$ cat src/verilog/rs_pkg.sv
// Shared constants and types for the rotary selector switch
package rs_pkg;

  // ----------------------------------------------------------------
  // Geometry
  // ----------------------------------------------------------------
  localparam int          RS_MAX_POS   = 32;
  localparam int          RS_POS_W     = 6;
  localparam int          RS_MS_W      = 16;
  localparam int          RS_ADDR_W    = 8;
  localparam logic [5:0]  RS_POS_FIRST = 6'h01;
  localparam logic [5:0]  RS_POS_LAST  = 6'h20;

  // ----------------------------------------------------------------
  // Timing
  // ----------------------------------------------------------------
  localparam int RS_CLK_NS      = 10;
  localparam int RS_TICK_NS     = 1000000;
  localparam int RS_TICK_CYCLES = RS_TICK_NS / RS_CLK_NS;

  // ----------------------------------------------------------------
  // Register map
  // ----------------------------------------------------------------
  localparam logic [7:0] RS_REG_CTRL   = 8'h00;
  localparam logic [7:0] RS_REG_DELAY  = 8'h04;
  localparam logic [7:0] RS_REG_PULSE  = 8'h08;
  localparam logic [7:0] RS_REG_CMD    = 8'h0C;
  localparam logic [7:0] RS_REG_STATUS = 8'h10;

  localparam int RS_CTRL_OP      = 0;
  localparam int RS_CTRL_PULSED  = 1;
  localparam int RS_CTRL_ESTOP   = 2;
  localparam int RS_CTRL_CNT_LSB = 8;

  localparam int RS_CMD_LOC_UP = 0;
  localparam int RS_CMD_LOC_DN = 1;
  localparam int RS_CMD_REM_UP = 2;
  localparam int RS_CMD_REM_DN = 3;

  localparam int RS_ST_BUSY      = 8;
  localparam int RS_ST_BLOCKED   = 9;
  localparam int RS_ST_PLACE_LSB = 16;

  localparam logic [31:0] RS_CTRL_RESET  = 32'h0000_2001;
  localparam logic [15:0] RS_DELAY_RESET = 16'h0000;
  localparam logic [15:0] RS_PULSE_RESET = 16'h0064;

  localparam logic [1:0] RS_RESP_OKAY   = 2'h0;
  localparam logic [1:0] RS_RESP_SLVERR = 2'h2;

  // ----------------------------------------------------------------
  // Operator place encodings
  // ----------------------------------------------------------------
  localparam logic [1:0] RS_PLACE_LOCAL  = 2'h0;
  localparam logic [1:0] RS_PLACE_REMOTE = 2'h1;
  localparam logic [1:0] RS_PLACE_ALL    = 2'h2;

  typedef enum logic [1:0] {ST_IDLE, ST_DELAY, ST_PULSE} rs_state_t;

endpackage

$ cat src/verilog/rs_sync.sv
// Two-stage synchroniser for pin inputs
module rs_sync #(
  parameter int W = 1
) (
  // Clock and reset
  input  wire logic         clk,
  input  wire logic         rst,
  // Data
  input  wire logic [W-1:0] din,
  output logic      [W-1:0] dout
);

  logic [W-1:0] meta;

  always_ff @(posedge clk or posedge rst) begin
    if (rst) begin
      meta <= '0;
      dout <= '0;
    end else begin
      meta <= din;
      dout <= meta;
    end
  end

endmodule

$ cat src/verilog/rs_timer.sv
// Millisecond countdown timer with freeze input
module rs_timer #(
  parameter int TICK_CYCLES = 100000
) (
  // Clock and reset
  input  wire logic        clk,
  input  wire logic        rst,
  // Control
  input  wire logic        start,
  input  wire logic [15:0] len,
  input  wire logic        hold,
  output logic             done
);

  logic [15:0] ms;
  logic [31:0] pre;
  logic        run;
  wire         tick_end = (pre == 32'(TICK_CYCLES - 1));

  // Combinational so a freeze can never swallow the end
  assign done = run && !hold && (ms == 16'h0000);

  always_ff @(posedge clk or posedge rst) begin
    if (rst) begin
      ms  <= 16'h0000;
      pre <= 32'h0000_0000;
      run <= 1'b0;
    end else if (start) begin
      ms  <= len;
      pre <= 32'h0000_0000;
      run <= 1'b1;
    end else if (run && !hold) begin
      if (ms == 16'h0000) begin
        run <= 1'b0;
      end else if (tick_end) begin
        pre <= 32'h0000_0000;
        ms  <= ms - 16'h0001;
      end else begin
        pre <= pre + 32'h0000_0001;
      end
    end
  end

endmodule

$ cat src/verilog/rs_selector.sv
// Rotary selector switch with AXI4-Lite control
// Behaviour
// - Up and down operating inputs exist, plus a blocking input and an operator place input.
// - The number of the active position is presented as an integer output.
// - The position count is set by software and never exceeds 32.
// - Only the first position_count outputs can ever be driven high.
// - A style setting picks a steady level or a pulse for the active output.
// - In pulsed style the output pulse lasts the configured pulse length.
// - A new position is taken only after the activation delay from the command edge.
// - Without end stop, up at the first position goes to the last, down at the last to the first.
// - With end stop, a command that would wrap leaves the position unchanged.
// - With operation off, commands are ignored.
// - Commands come from the local panel, from binary inputs and from a remote station.
module rs_selector
  import rs_pkg::*;
#(
  parameter int TICK_CYCLES = rs_pkg::RS_TICK_CYCLES
) (
  // Clock and reset
  input  wire logic                          clk,
  input  wire logic                          rst,
  // AXI4-Lite write address and data
  input  wire logic [rs_pkg::RS_ADDR_W-1:0]  s_axi_awaddr,
  input  wire logic                          s_axi_awvalid,
  output logic                               s_axi_awready,
  input  wire logic [31:0]                   s_axi_wdata,
  input  wire logic [3:0]                    s_axi_wstrb,
  input  wire logic                          s_axi_wvalid,
  output logic                               s_axi_wready,
  // AXI4-Lite write response
  output logic [1:0]                         s_axi_bresp,
  output logic                               s_axi_bvalid,
  input  wire logic                          s_axi_bready,
  // AXI4-Lite read
  input  wire logic [rs_pkg::RS_ADDR_W-1:0]  s_axi_araddr,
  input  wire logic                          s_axi_arvalid,
  output logic                               s_axi_arready,
  output logic [31:0]                        s_axi_rdata,
  output logic [1:0]                         s_axi_rresp,
  output logic                               s_axi_rvalid,
  input  wire logic                          s_axi_rready,
  // Pins
  input  wire logic                          bin_up,
  input  wire logic                          bin_down,
  input  wire logic                          block,
  input  wire logic [1:0]                    operator_place_select,
  // Switch outputs
  output logic [rs_pkg::RS_POS_W-1:0]        position_number,
  output logic [rs_pkg::RS_MAX_POS-1:0]      position_out
);

  import rs_pkg::*;

  // ----------------------------------------------------------------
  // Pin synchronisers
  // ----------------------------------------------------------------
  logic [4:0] pins_s;
  logic       bin_up_q;
  logic       bin_dn_q;

  rs_sync #(.W(5)) u_sync (
    .clk  (clk),
    .rst  (rst),
    .din  ({operator_place_select, block, bin_down, bin_up}),
    .dout (pins_s)
  );

  wire       blocked  = pins_s[2];
  wire [1:0] place    = pins_s[4:3];
  wire       bin_up_r = pins_s[0] && !bin_up_q;
  wire       bin_dn_r = pins_s[1] && !bin_dn_q;

  always_ff @(posedge clk or posedge rst) begin
    if (rst) begin
      bin_up_q <= 1'b0;
      bin_dn_q <= 1'b0;
    end else begin
      bin_up_q <= pins_s[0];
      bin_dn_q <= pins_s[1];
    end
  end

  // ----------------------------------------------------------------
  // Register file and AXI4-Lite slave
  // ----------------------------------------------------------------
  logic [31:0]          ctrl;
  logic [15:0]          delay_ms;
  logic [15:0]          pulse_ms;
  logic                 aw_full;
  logic                 w_full;
  logic [RS_ADDR_W-1:0] aw_addr;
  logic [31:0]          w_data;
  logic [3:0]           w_strb;
  logic [RS_POS_W-1:0]  position;
  rs_state_t            state;

  wire [31:0] wmask    = {{8{w_strb[3]}}, {8{w_strb[2]}}, {8{w_strb[1]}}, {8{w_strb[0]}}};
  wire        do_write = aw_full && w_full && !s_axi_bvalid;
  wire        wr_ctrl  = do_write && (aw_addr == RS_REG_CTRL);
  wire        wr_delay = do_write && (aw_addr == RS_REG_DELAY);
  wire        wr_pulse = do_write && (aw_addr == RS_REG_PULSE);
  wire        wr_cmd   = do_write && (aw_addr == RS_REG_CMD);
  wire        wr_hit   = wr_ctrl || wr_delay || wr_pulse || wr_cmd || (aw_addr == RS_REG_STATUS);
  wire [31:0] next_ctrl  = (ctrl & ~wmask) | (w_data & wmask);
  wire [31:0] next_delay = ({16'h0000, delay_ms} & ~wmask) | (w_data & wmask);
  wire [31:0] next_pulse = ({16'h0000, pulse_ms} & ~wmask) | (w_data & wmask);
  wire [3:0]  sw_cmd     = wr_cmd ? (w_data[3:0] & wmask[3:0]) : 4'h0;

  wire        busy        = (state != ST_IDLE);
  wire [31:0] status_word = {14'h0000, place, 6'h00, blocked, busy, 2'h0, position};
  wire        rd_hit      = (s_axi_araddr == RS_REG_CTRL) || (s_axi_araddr == RS_REG_DELAY) ||
                            (s_axi_araddr == RS_REG_PULSE) || (s_axi_araddr == RS_REG_CMD) ||
                            (s_axi_araddr == RS_REG_STATUS);
  wire [31:0] rd_word     = (s_axi_araddr == RS_REG_CTRL)   ? ctrl :
                            (s_axi_araddr == RS_REG_DELAY)  ? {16'h0000, delay_ms} :
                            (s_axi_araddr == RS_REG_PULSE)  ? {16'h0000, pulse_ms} :
                            (s_axi_araddr == RS_REG_STATUS) ? status_word : 32'h0000_0000;

  assign s_axi_awready = !aw_full && !s_axi_bvalid;
  assign s_axi_wready  = !w_full && !s_axi_bvalid;
  assign s_axi_arready = !s_axi_rvalid;

  always_ff @(posedge clk or posedge rst) begin
    if (rst) begin
      aw_full      <= 1'b0;
      w_full       <= 1'b0;
      aw_addr      <= '0;
      w_data       <= 32'h0000_0000;
      w_strb       <= 4'h0;
      s_axi_bvalid <= 1'b0;
      s_axi_bresp  <= RS_RESP_OKAY;
    end else begin
      if (s_axi_awvalid && s_axi_awready) begin
        aw_full <= 1'b1;
        aw_addr <= s_axi_awaddr;
      end
      if (s_axi_wvalid && s_axi_wready) begin
        w_full <= 1'b1;
        w_data <= s_axi_wdata;
        w_strb <= s_axi_wstrb;
      end
      if (do_write) begin
        aw_full      <= 1'b0;
        w_full       <= 1'b0;
        s_axi_bvalid <= 1'b1;
        s_axi_bresp  <= wr_hit ? RS_RESP_OKAY : RS_RESP_SLVERR;
      end else if (s_axi_bvalid && s_axi_bready) begin
        s_axi_bvalid <= 1'b0;
      end
    end
  end

  always_ff @(posedge clk or posedge rst) begin
    if (rst) begin
      s_axi_rvalid <= 1'b0;
      s_axi_rdata  <= 32'h0000_0000;
      s_axi_rresp  <= RS_RESP_OKAY;
    end else if (s_axi_arvalid && s_axi_arready) begin
      s_axi_rvalid <= 1'b1;
      s_axi_rdata  <= rd_hit ? rd_word : 32'h0000_0000;
      s_axi_rresp  <= rd_hit ? RS_RESP_OKAY : RS_RESP_SLVERR;
    end else if (s_axi_rready) begin
      s_axi_rvalid <= 1'b0;
    end
  end

  always_ff @(posedge clk or posedge rst) begin
    if (rst) begin
      ctrl     <= RS_CTRL_RESET;
      delay_ms <= RS_DELAY_RESET;
      pulse_ms <= RS_PULSE_RESET;
    end else begin
      if (wr_ctrl) ctrl <= next_ctrl;
      if (wr_delay) delay_ms <= next_delay[15:0];
      if (wr_pulse) pulse_ms <= next_pulse[15:0];
    end
  end

  // ----------------------------------------------------------------
  // Settings decode
  // ----------------------------------------------------------------
  wire                ctrl_op     = ctrl[RS_CTRL_OP];
  wire                ctrl_pulsed = ctrl[RS_CTRL_PULSED];
  wire                ctrl_estop  = ctrl[RS_CTRL_ESTOP];
  wire [RS_POS_W-1:0] cnt_field   = ctrl[RS_CTRL_CNT_LSB +: RS_POS_W];
  // Out-of-range counts are clamped rather than refused
  wire [RS_POS_W-1:0] eff_cnt     = (cnt_field == 6'h00) ? RS_POS_FIRST :
                                    (cnt_field > RS_POS_LAST) ? RS_POS_LAST : cnt_field;
  wire [32:0]         mask_wide   = (33'h0_0000_0001 << eff_cnt) - 33'h0_0000_0001;
  wire [31:0]         pos_mask    = mask_wide[31:0];
  wire [31:0]         pos_hot     = 32'h0000_0001 << (position - RS_POS_FIRST);
  wire [31:0]         hot_masked  = pos_hot & pos_mask;

  // ----------------------------------------------------------------
  // Command sources
  // ----------------------------------------------------------------
  wire loc_ok = (place == RS_PLACE_LOCAL) || (place == RS_PLACE_ALL);
  wire rem_ok = (place == RS_PLACE_REMOTE) || (place == RS_PLACE_ALL);
  wire up_evt = bin_up_r || (loc_ok && sw_cmd[RS_CMD_LOC_UP]) ||
                (rem_ok && sw_cmd[RS_CMD_REM_UP]);
  wire dn_evt = bin_dn_r || (loc_ok && sw_cmd[RS_CMD_LOC_DN]) ||
                (rem_ok && sw_cmd[RS_CMD_REM_DN]);
  // Edges arriving mid-step are dropped; spacing them out is the caller's job
  wire accept = (state == ST_IDLE) && ctrl_op && !blocked && (up_evt || dn_evt);

  // ----------------------------------------------------------------
  // Next position
  // ----------------------------------------------------------------
  logic [RS_POS_W-1:0] target;
  wire  [RS_POS_W-1:0] up_pos = (position <= RS_POS_FIRST) ?
                                (ctrl_estop ? position : eff_cnt) : position - RS_POS_FIRST;
  wire  [RS_POS_W-1:0] dn_pos = (position >= eff_cnt) ?
                                (ctrl_estop ? position : RS_POS_FIRST) : position + RS_POS_FIRST;
  wire  [RS_POS_W-1:0] next_target = up_evt ? up_pos : dn_pos;

  // ----------------------------------------------------------------
  // Step sequencer
  // ----------------------------------------------------------------
  logic t_done;
  wire  delay_end = (state == ST_DELAY) && t_done && !blocked;
  wire  t_start   = accept || (delay_end && ctrl_pulsed);
  wire  [15:0] t_len = accept ? delay_ms : pulse_ms;

  rs_timer #(.TICK_CYCLES(TICK_CYCLES)) u_timer (
    .clk   (clk),
    .rst   (rst),
    .start (t_start),
    .len   (t_len),
    .hold  (blocked),
    .done  (t_done)
  );

  always_ff @(posedge clk or posedge rst) begin
    if (rst) begin
      state    <= ST_IDLE;
      position <= RS_POS_FIRST;
      target   <= RS_POS_FIRST;
    end else if (!ctrl_op) begin
      state <= ST_IDLE;
    end else begin
      case (state)
        ST_IDLE: begin
          if (accept) begin
            target <= next_target;
            state  <= ST_DELAY;
          end
        end
        ST_DELAY: begin
          if (delay_end) begin
            position <= target;
            state    <= ctrl_pulsed ? ST_PULSE : ST_IDLE;
          end
        end
        ST_PULSE: begin
          if (t_done && !blocked) state <= ST_IDLE;
        end
        default: state <= ST_IDLE;
      endcase
    end
  end

  // ----------------------------------------------------------------
  // Outputs
  // ----------------------------------------------------------------
  wire        show_out = !ctrl_pulsed || (state == ST_PULSE);
  wire [31:0] next_out = (ctrl_op && show_out) ? hot_masked : 32'h0000_0000;

  always_ff @(posedge clk or posedge rst) begin
    if (rst) begin
      position_out <= 32'h0000_0000;
    end else if (!blocked || !ctrl_op) begin
      position_out <= next_out;
    end
  end

  assign position_number = position;

  // ----------------------------------------------------------------
  // Checks
  // ----------------------------------------------------------------
  logic [63:0] ph_cnt;
  logic [15:0] len_snap;
  rs_state_t   state_q;

  always_ff @(posedge clk or posedge rst) begin
    if (rst) begin
      ph_cnt   <= 64'h0;
      len_snap <= 16'h0000;
      state_q  <= ST_IDLE;
    end else begin
      state_q <= state;
      if (t_start) len_snap <= t_len;
      if (state != state_q) ph_cnt <= blocked ? 64'h1 : 64'h2;
      else if (!blocked) ph_cnt <= ph_cnt + 64'h1;
    end
  end

  wire [63:0] snap_cycles = 64'(len_snap) * 64'(TICK_CYCLES);
endmodule

$ cat config.mk
export PLATFORM = sky130hd
export DESIGN_NAME = rs_selector
export DESIGN_NICKNAME = d
export VERILOG_FILES = /design/src/verilog/rs_pkg.sv /design/src/verilog/rs_sync.sv /design/src/verilog/rs_timer.sv /design/src/verilog/rs_selector.sv
export SDC_FILE = /design/constraint.sdc
export NUM_CORES = 1
export LEC_CHECK = 0
export BUFFER_PORTS_ARGS = -buffer_cell sky130_fd_sc_hd__buf_4
export CAP_MARGIN = 5
export CELL_PAD_IN_SITES_DETAIL_PLACEMENT = 0
export CELL_PAD_IN_SITES_GLOBAL_PLACEMENT = 2
export CORE_ASPECT_RATIO = 2
export CORE_MARGIN = 4
export CORE_UTILIZATION = 38
export CTS_BUF_LIST = sky130_fd_sc_hd__clkbuf_8 sky130_fd_sc_hd__clkbuf_16
export DETAILED_ROUTE_END_ITERATION = 10
export MAX_ROUTING_LAYER = met4
export PLACE_DENSITY = 0.81
export SLEW_MARGIN = 20
export SYNTH_ARGS = -nofsm -noshare
export SYNTH_HDL_FRONTEND = slang
export SYNTH_HIERARCHICAL = 1
export SYNTH_SLANG_ARGS = --single-unit
$ cat constraint.sdc
create_clock -name clk -period 7.64 [get_ports clk]
set_input_delay 0.764 -clock clk [delete_from_list [all_inputs] [get_ports clk]]
set_output_delay 0.764 -clock clk [all_outputs]
set_load 0.01 [all_outputs]
; ---- Word-level counts from Yosys, hierarchy flattened
; Index checks and enable logic that the tools add are counted.
[word_totals]
reg_bits = 255
out_inout_bits = 79
[classes]
n_bitwise = 10
addsub = 5
shifts = 2
magnitude_cmp = 3
reduce_logical = 75
eq_ne = 17
muxes = 42
[op_table]
columns = cell, count
row1 = $mux W32, 7
row2 = $and A32 B32 Y32, 3
row3 = $mux W16, 5
row4 = $shl A1 B6 Y32 const A, 2
row5 = $mux W18, 3
row6 = $mux W6, 7
row7 = $add A32 B1 Y32 const B, 1
row8 = $and A16 B16 Y16, 2
row9 = $eq A32 B17 Y1 const B, 1
row10 = $eq A8 B4 Y1 const B, 4
row11 = $not A32 Y32, 1
row12 = $or A16 B16 Y16, 2
row13 = $or A32 B32 Y32, 1
row14 = $sub A32 B1 Y32 const B, 1
row15 = $logic_and A1 B1 Y1, 28
row16 = $logic_or A1 B1 Y1, 18
row17 = $eq A8 B3 Y1 const B, 2
row18 = $eq A8 B5 Y1 const B, 2
row19 = $logic_not A16 Y1, 1
row20 = $logic_not A8 Y1, 2
row21 = $reduce_bool A2 Y1, 8
row22 = $sub A16 B1 Y16 const B, 1
row23 = $mux W2, 7
row24 = $reduce_and A3 Y1, 4
row25 = other kinds (17), 41

; ---- Depth between registers and ports, before layout
; Gate-level depths: netlist of run 1.
[depth]
ltp_word = 12
ltp_mapped = 15

; ---- Hierarchy
; Netlist of run 1, hierarchy kept.
[by_module_without_submodules]
columns = module, cells_each, area_per_inst_um2, instances, seq_area_each_um2
row1 = rs_selector, 852, 9360.2, 1, 4863.4
row2 = rs_timer, 318, 2810.2, 1, 1226.2
row3 = rs_sync, 11, 254.0, 1, 250.2

; ---- Least setup slack after synthesis of run 1
; OpenSTA, ideal clock, no wires.
[synth_path]
path_kind = register to register
from = reg aw_addr[1]
to = reg u_timer.pre[26]
required_ns = 7.562
path_buffers = 3
path_slack_ns = 4.440
path_stages_with_launch = 12
setup_ns = 0.078
arrival_ns = 3.122
path_cell_list = dfrtp_1 or4_4 nor4_4 a221oi_2 or4_1 buf_6 clkbuf_1 nand2_1 clkbuf_1 a21oi_1 or4_1 a21oi_1
[synth_via]
elab_chain_cells = 11
[synth_lines]
columns = element, line
row1 = from (decl), rs_selector.sv:91  ; logic [RS_ADDR_W-1:0] aw_addr;
row2 = from (signal assigned), rs_selector.sv:135  ; aw_addr <= s_axi_awaddr;
row3 = $eq A8 B4 Y1 *, rs_selector.sv:102  ; wire wr_cmd = do_write && (aw_addr == RS_REG_CMD);
row4 = $logic_and A1 B1 Y1 *, rs_selector.sv:102
row5 = $mux W4 *, rs_selector.sv:107  ; wire [3:0] sw_cmd = wr_cmd ? (w_data[3:0] & wmask[3:0]) : 4'h0;
row6 = "$logic_and A1 B1 Y1, on equally long branches", "rs_selector.sv:199, rs_selector.sv:201"
row7 = "$logic_or A1 B1 Y1, on equally long branches (2 in series)", "rs_selector.sv:199, rs_selector.sv:201"
row8 = $logic_or A1 B1 Y1 *, rs_selector.sv:204  ; wire accept = (state == ST_IDLE) && ctrl_op && !blocked && (up_evt || dn_evt);
row9 = $logic_and A1 B1 Y1 *, rs_selector.sv:204
row10 = $logic_or A1 B1 Y1 *, rs_selector.sv:221  ; wire t_start = accept || (delay_end && ctrl_pulsed);
row11 = net t_start, rs_selector.sv:221
row12 = $ne A2 B2 Y1 (no source line) / $reduce_bool A2 Y1 (equally long branches), n/a
row13 = $reduce_and A2 Y1 (no source line), n/a
row14 = to (signal assigned), rs_timer.sv:39  ; pre <= pre + 32'h0000_0001;
row15 = to (decl), rs_timer.sv:16  ; logic [31:0] pre;
; The timed path passes the listed nets; every way through them passes the cells marked *.
; A chain may end at the register's enable or synchronous reset.

; ---- Worst setup path in the final report of run 1
[layout_path]
from = reg u_timer.ms[0]
to = reg u_timer.pre[5]
[layout_via]
elab_chain_cells = 8
[layout_lines]
columns = element, line
row1 = from (decl), rs_timer.sv:15  ; logic [15:0] ms;
row2 = from (signal assigned), rs_timer.sv:29  ; ms <= len;
row3 = from (signal assigned), rs_timer.sv:37  ; ms <= ms - 16'h0001;
row4 = $logic_not A16 Y1 *, rs_timer.sv:21  ; assign done = run && !hold && (ms == 16'h0000);
row5 = $logic_and A1 B1 Y1 *, rs_timer.sv:21
row6 = net t_done, rs_selector.sv:219  ; logic t_done;
row7 = $logic_and A1 B1 Y1 * (2 in series), rs_selector.sv:220  ; wire delay_end = (state == ST_DELAY) && t_done && !blocked;
row8 = $logic_and A1 B1 Y1 *, rs_selector.sv:221
row9 = $logic_or A1 B1 Y1 *, rs_selector.sv:221
row10 = net t_start, rs_selector.sv:221
row11 = $ne A2 B2 Y1 (no source line) / $reduce_bool A2 Y1 (equally long branches), n/a
row12 = $reduce_and A2 Y1 (no source line), n/a
; Marks and branches as above.

==> summary.md, run 1 <==
| Metric | Value |
|---|---|
| Most used DFF post-synth | dfrtp_1 |
| Yosys warns | 6 |
| Syn avg cell area | 10.5 µm² |
| Critical Path Source Type | register |
| Root buf cell | clkbuf_16 |
| Row cnt | 93 |
| Dpl cell area | 0.0138 mm² |
| DRT iter0 DRCs | slightly above 500 |
| Gpl congestion | approximately 0.84 |
| Congestion Overflow GR | 0 |
| Synthesis-to-finish area growth | 18.1% |
| Input/output buffers | 140 |
| Core area | 0.0322 mm² |
| Fillers | 3125 |
| Setup Total Neg Slack | 0 ps |
| Dpl hpwl | 25300 µm |
| Post_cts resized | 0 |
| Final period utilization | 55.1% |
| Synth Area in Compound Gates | between 10% and 20% |
| Final nets | approximately 1400 |
| Yosys reg bits | approximately 250 |
| Antenna violations before repair | 0 |
| RSZ-0062 raised after global routing | false |
| Peak VDD IR | ~0.23 mV |
| Clock Pin Slew Worst Setup and Hold Paths | ~60 ps |
| Num CTS Buffers | 25 |
| Full die area | roughly 0.036 mm² |
| Share of flip-flops with an asynchronous set or reset | between 90% and 100% |
| Commonest non-fill, non-tap cells in the layout | dfrtp_1, buf_4, mux2_2 |
| CTS tree | done |
| Worst-Margin Slew | ~1200 ps |
| Max Slew Vio Count | 0 |
| Seq/Total Area, Yosys | between 50% and 60% |
| Avg WL per Cell | 19.6 µm |
| Post-Synth XOR/XNOR Area | around 1.8% |
| ANT cells | 0 |
| Total power | about 3.8 mW |
| EDFF count, synth | 0 |
| Synth Area in Simple Gates | between 15 and 20% |
| Commonest non-fill, non-tap cell in the layout | dfrtp_1 |
| Die Y | 264 µm |
| Synthesized-area fraction occupied by adder cells | around 1.6% |
| I/O Pins | between 100 and 150 |
| Hold Vio Cnt, Final | 0 |
| Die Width | 136 µm |
| Crit path max fanout | 32 |
| Syn Inst Count | roughly 1200 |
| Tmin final | roughly 4200 ps |
| Cell area after synthesis | 0.0124 mm² |
| Tightest Hold Check Type | in2async |
| Result of the run | finished clean |
| GRT Total Usage | between 10% and 20% |
| First-pass DRT Iterations | 5 |
| Worst setup path category | reg2reg |
| Vias in the first global route | 9991 |
| Worst endpoint data arrival time | 4580 ps |
| Total Wirelength | ~34000 µm |
| Fin area | 0.0147 mm² |
| H-tree lvl count | 1 |
| Share of layout cells above drive strength 1 | a little over a quarter |
| Post-synthesis mux area share | 12.7% |
| Slew margin rel. | 21.3% |
| Vias post-DR | approximately 9500 |
| Clk sinks | roughly 250 |
| Max Root-Sink Buffers | 3 |
| # Post-CTS Setup Buffers | 0 |
| Vias per cell | between 5 and 6 |
| Pleak | 6.73 nW |
| First-pass GRT wire length | roughly 55000 µm |
| Largest net degree at the start of global routing | roughly 140 |
| Finish-stage setup viols | 0 |
| CP Capture Type | register |
| Critical path required time | 8010 ps |
| Fmax achieved | between 200 and 250 MHz |
| Distinct cells, synth | 65 |
| Clk_lat worst skew | approximately 540 ps |
| Drt drc | 0 |
| Final Skew | around 15 ps |
| Hold_buf cts | 0 |
| Main combinational cell family by area after synthesis | simple AND/OR/NAND/NOR gates |
| Power per cell area | 259 mW/mm² |
| Antenna Violating Nets Remaining | 0 |
| Initial Util | 38.5% |
| Max-cap viol count | 0 |
cell type report:
type	instances	area, µm²	area share (%)
inverter	31	124	0.844
multi-input combinational	835	5710	38.9
tap	427	534	3.64
clock buffer	26	639	4.36
timing repair buffer	153	1180	8.05
clock inverter	19	148	1.01
sequential	253	6340	43.2
where the power goes:
part | total (mW) | switching, mW | leakage [nW] | internal [mW]
combinational | 0.843 | 0.451 | 2.95 | 0.392
sequential | 1.75 | 0.194 | 3.36 | 1.55
clock | 1.21 | 0.535 | 0.415 | 0.674
routing by layer:
metal	vias to the layer above	global-route usage, %	wire length (µm)
li1	4510	-	-
met1	4694	21.3	12500
met2	215	36.9	19200
met3	55	2.95	1390
met4	0	6.90	1180
met5	-	-	0
synthesized netlist by cell type (12+ instances only):
| cell | instances | area [µm²] |
|---|---|---|
| o31ai_1 | 25 | 188 |
| mux2i_1 | 16 | 160 |
| dfrtp_1 | 246 | 6160 |
| nand4_1 | 17 | 106 |
| o21ai_0 | 97 | 485 |
| nand2_1 | 113 | 424 |
| or4_1 | 13 | 97.6 |
| inv_1 | 30 | 113 |
| mux2_2 | 122 | 1370 |
| nor2_1 | 71 | 267 |
| a22o_1 | 20 | 175 |
| and2_1 | 12 | 75.1 |
| a32o_1 | 13 | 130 |
| or3_1 | 29 | 181 |
| nand3_1 | 30 | 150 |
| a31oi_1 | 17 | 106 |
| nor2b_1 | 16 | 100 |
| ha_1 | 16 | 200 |
| a21oi_1 | 48 | 240 |
| nor3_1 | 23 | 115 |
| clkbuf_1 | 51 | 191 |
| nand2b_1 | 14 | 87.6 |
| xor2_1 | 19 | 166 |
| and3_1 | 12 | 75.1 |
worst paths after layout:
path / from / endpoint / slack [ps] / depth (start not counted)
max in group asynchronous: rst / s_axi_rdata[11] / 5900 / 4
setup / recovery: u_timer/ms[0] / u_timer/pre[5] / 3430 / 12
min in group clk: block / u_sync/meta[2] / 340 / 1
setup reg to reg: u_timer/ms[0] / u_timer/pre[5] / 3430 / 12
hold / removal: rst / position_out[10] / 220 / 2
hold reg to reg: u_sync/meta[1] / u_sync/dout[1] / 350 / 0
worst max-delay path: stages (launching register included):
cell,delay [ps]
dfrtp_1,390
inv_1,90
ha_1,270
nor3b_1,280
nand4_2,450
nor2_1,250
nand2b_1,120
nor3b_1,250
nand2_1,110
nand2_1,310
inv_1,530
nand2_1,860
nor2_1,120
cells by family (layout without fill, tap and decap cells):
family                     after synthesis  count (layout)
AOI/OAI and AO/OA                      260             260
xor gates and xnor gates                26              26
adders and majority gates               16              16
buffers and inverters                   94             229
DFF                                    253             253
muxes                                  141             141
other                                    2               3
and+or+nand+nor                        389             389
stage by stage:
stage	worst slack [ps]	hold WS, ps	utilization [%]	instances
floorplan	1600	331	-	1182
global placement	3520	337	42.9	1697
detailed placement	3360	337	42.9	1697
CTS	3330	290	45.4	1742
global route	2850	229	45.5	1744
finish	3430	224	45.5	1744
No activity file was read; power rests on OpenSTA's default activity.
==> run 2, diff against run 1 <==
Settings changed: ABC_AREA set to 1, CORE_UTILIZATION 38 to 31, PLACE_DENSITY 0.81 to 0.77.
Clock period 7.64 ns to 3.5 ns, I/O delays scaled along.
==> run 2 against run 1 <==
- clock skew increased by 1.4 ps
- global-route usage rose by 0.17 points
- clock power rose by 130%
- utilization shrank 8.1 points
- combinational power is 28% higher
- wire length increased by 37%
- count of clock-buffer cells in the layout up 1
- critical path type unchanged
- largest cell class is now multi-input combinational cells
==> summary.md, run 2 <==
| Metric | Value |
|---|---|
| Core area | 0.0441 mm² (+37%) |
| Root buf cell | clkbuf_16 |
| Pleak | 7.98 nW (+19%) |
| Syn avg cell area | 7.42 µm² (-29%) |
| Crit path max fanout | 29 (-9.4%) |
| Yosys warns | 6 (unchanged) |
| Avg WL per Cell | 18.1 µm (-7.9%) |
| Top cells by area, synth | dfrtp_1, nand2_1, o21ai_0 |
| Clock Pin Slew Worst Setup and Hold Paths | 60 ps (about the same) |
| Fin area | 0.0165 mm² (+12%) |
| Clk_lat worst skew | 550 ps (about the same) |
| Commonest non-fill, non-tap cells in the layout | nand2_1, dfrtp_1, nor2_1 |
| Critical path required time | 3980 ps (-4030 ps) |
| Final Skew | 16.0 ps (+1.41 ps) |
| Critical Path Source Type | register |
| Most used DFF post-synth | dfrtp_1 |
| CTS tree | done |
| Vias per cell | 4.88 (-10%) |
| Finish-stage setup viols | 0 (unchanged) |
| H-tree lvl count | 1 (unchanged) |
| I/O Pins | 143 (unchanged) |
| Slew margin rel. | 32.5% (+11 points) |
| Top-area cell type share of the netlist area | 44.7% (-4.8 points) |
| EDFF count, synth | 0 (unchanged) |
| First-pass GRT wire length | 73700 µm (+33%) |
| Worst setup path category | reg2reg |
| Fillers | 4696 (+50%) |
| First-pass DRT Iterations | 5 (unchanged) |
| Full die area | 0.0481 mm² (+34%) |
| Critical path startpoint | u_sync/dout[3] |
| Total power | 7.31 mW (+92%) |
| Syn Inst Count | 1855 (+57%) |
| Tightest Hold Check Type | in2reg |
| Row cnt | 109 (+17%) |
| Drt drc | 0 (unchanged) |
| DRT iter0 DRCs | 554 (+7.2%) |
| Distinct cells, synth | 48 (-26%) |
| Synthesis-to-finish area growth | 19.9% |
| Die Y | 306 µm (+16%) |
| Yosys reg bits | 253 (unchanged) |
| Die Width | 157 µm (+16%) |
| Dpl cell area | 0.0154 mm² (+12%) |
| Area leader, netlist | dfrtp_1 |
| Initial Util | 31.3% (-7.3 points) |
| Clk sinks | 253 (unchanged) |
| Max Slew Vio Count | 0 (unchanged) |
| Worst-Margin Slew | 1010 ps (-161 ps) |
| Seq/Total Area, Yosys | 46.0% (-5.0 points) |
| Setup Total Neg Slack | 0 ps (unchanged) |
| Cell area after synthesis | 0.0138 mm² (+11%) |
| Worst r2r src | u_sync/dout[3] |
| Leading cell type by number of instances after synthesis | nand2_1 |
| Largest net degree at the start of global routing | 73 (-49%) |
| Tmin final | 3070 ps (-1140 ps) |
| Hold Vio Cnt, Final | 0 (unchanged) |
| Max-cap viol count | 0 (unchanged) |
| GRT Total Usage | 20.1% (+0.17 points) |
| Antenna violations before repair | 0 (unchanged) |
| CP Capture Type | register |
| Power per cell area | 443 mW/mm² (+71%) |
| Commonest non-fill, non-tap cell in the layout | nand2_1 |
| Worst endpoint data arrival time | 3560 ps (-1020 ps) |
| Antenna Violating Nets Remaining | 0 (unchanged) |
| Hold path startpoint | s_axi_wdata[29] |
| Gpl congestion | 0.895 (+6.1%) |
| Fmax achieved | 325 MHz (+37%) |
| Congestion Overflow GR | 0 (unchanged) |
| Vias post-DR | 12600 (+33%) |
| ANT cells | 0 (unchanged) |
| Top post-synthesis cells by count | nand2_1, dfrtp_1, nor2_1, inv_1, o21ai_0 |
| Input/output buffers | 140 (unchanged) |
| Final period utilization | 87.8% (+33 points) |
| Result of the run | finished clean |
| Dpl hpwl | 35700 µm (+41%) |
| Num CTS Buffers | 26 (+4.0%) |
| RSZ-0062 raised after global routing | false |
| Final nets | 2091 (+52%) |
| Vias in the first global route | 13200 (+32%) |
| Max Root-Sink Buffers | 3 (unchanged) |
| # Post-CTS Setup Buffers | 0 (unchanged) |
| Share of layout cells above drive strength 1 | 14.6% (-12 points) |
| Total Wirelength | 46800 µm (+37%) |
| Share of flip-flops with an asynchronous set or reset | 100% (unchanged) |
| Peak VDD IR | 0.353 mV (+51%) |
run 2: cell count changes in the layout (fill, tap and decap cells not counted), sizes merged, moves of 17 or more:
cell	before	now
or3	32	0
o31ai	28	3
o21ai	97	168
dlygate4sd3	0	21
inv	39	197
nand2	113	600
nand3	30	127
nor2	71	229
nand4	18	56
mux2	125	19
a31oi	17	0
a22o	20	0
run 2: final timing paths:
kind	slack [ps]	end	depth (start not counted)
min reg2reg	350	u_sync/dout[2]	0
max	430	u_timer/ms[9]	16
max reg2reg	430	u_timer/ms[9]	16
min in group asynchronous	390	u_sync/dout[4]	3
min	30	w_data[29]	2
max in group asynchronous	2190	u_timer/ms[9]	4
run 2: cell type report:
class	instances	area, µm²	share of cell area (%)
multi-input cells	1345	6380	38.6
flip-flops and latches	253	6340	38.4
repair buffers	188	1510	9.12
inverters	197	749	4.54
well taps	555	694	4.21
clock buffers	27	664	4.02
clock inverters	21	180	1.09
run 2: power by group:
group | total (mW) | internal, mW | switching (mW)
logic | 1.08 | 0.417 | 0.662
registers | 3.42 | 3.24 | 0.182
clock network | 2.80 | 1.54 | 1.26
total | 7.31 | 5.20 | 2.11
run 2: per-layer routing:
metal	global-route usage (%)	vias up	wire (µm)
met5	-	-	0
met2	37.6	301	25600
met3	2.30	104	1740
li1	-	6277	-
met4	9.07	0	2660
met1	20.6	5945	16700
run 2: kinds of logic (layout without fill, tap and decap cells):
| logic type | count (synthesis) | count (layout) | synth area share [%] |
|---|---|---|---|
| buffers and inverters | 258 | 433 | 7.77 |
| flip-flops | 253 | 253 | 46.0 |
| multiplexers | 19 | 19 | 1.55 |
| adder cells (fa/ha/maj) | 16 | 16 | 1.45 |
| other | 2 | 3 | 0.0545 |
| XOR/XNOR | 15 | 15 | 1.01 |
| AO/OA/AOI/OAI | 252 | 252 | 9.98 |
| AND/OR/NAND/NOR | 1040 | 1040 | 32.2 |
run 2: repair_timing:
action                     CTS  global route
hold buffers                21             0
hold endpoints to repair    51             0
setup endpoints to repair    0            27
resized for setup            0             2
run 2: worst max-delay path, stage by stage, from the launching register on:
cell and delay [ps]:
dfrtp_1 360, inv_1 90, ha_1 240, inv_1 70
o22ai_1 70, nand4_1 120, o21ai_2 170, inv_4 150
nand2_2 70, nand2_2 80, buf_4 330, clkinv_2 360
o21ai_0 500, nand2_1 160, nand2_1 100, nand2_1 50
nand2_1 70
run 2: per-stage QoR:
step	hold slack [ps]	std cells	worst slack, ps	util, %
6_report	32.5	2586	427	37.5
5_1_grt	7.35	2586	76.3	37.5
4_1_cts	6.64	2586	304	37.5
3_5_place_dp	337	2517	320	35.1
3_3_place_gp	338	2517	363	35.1
2_1_floorplan	190	1856	651	-
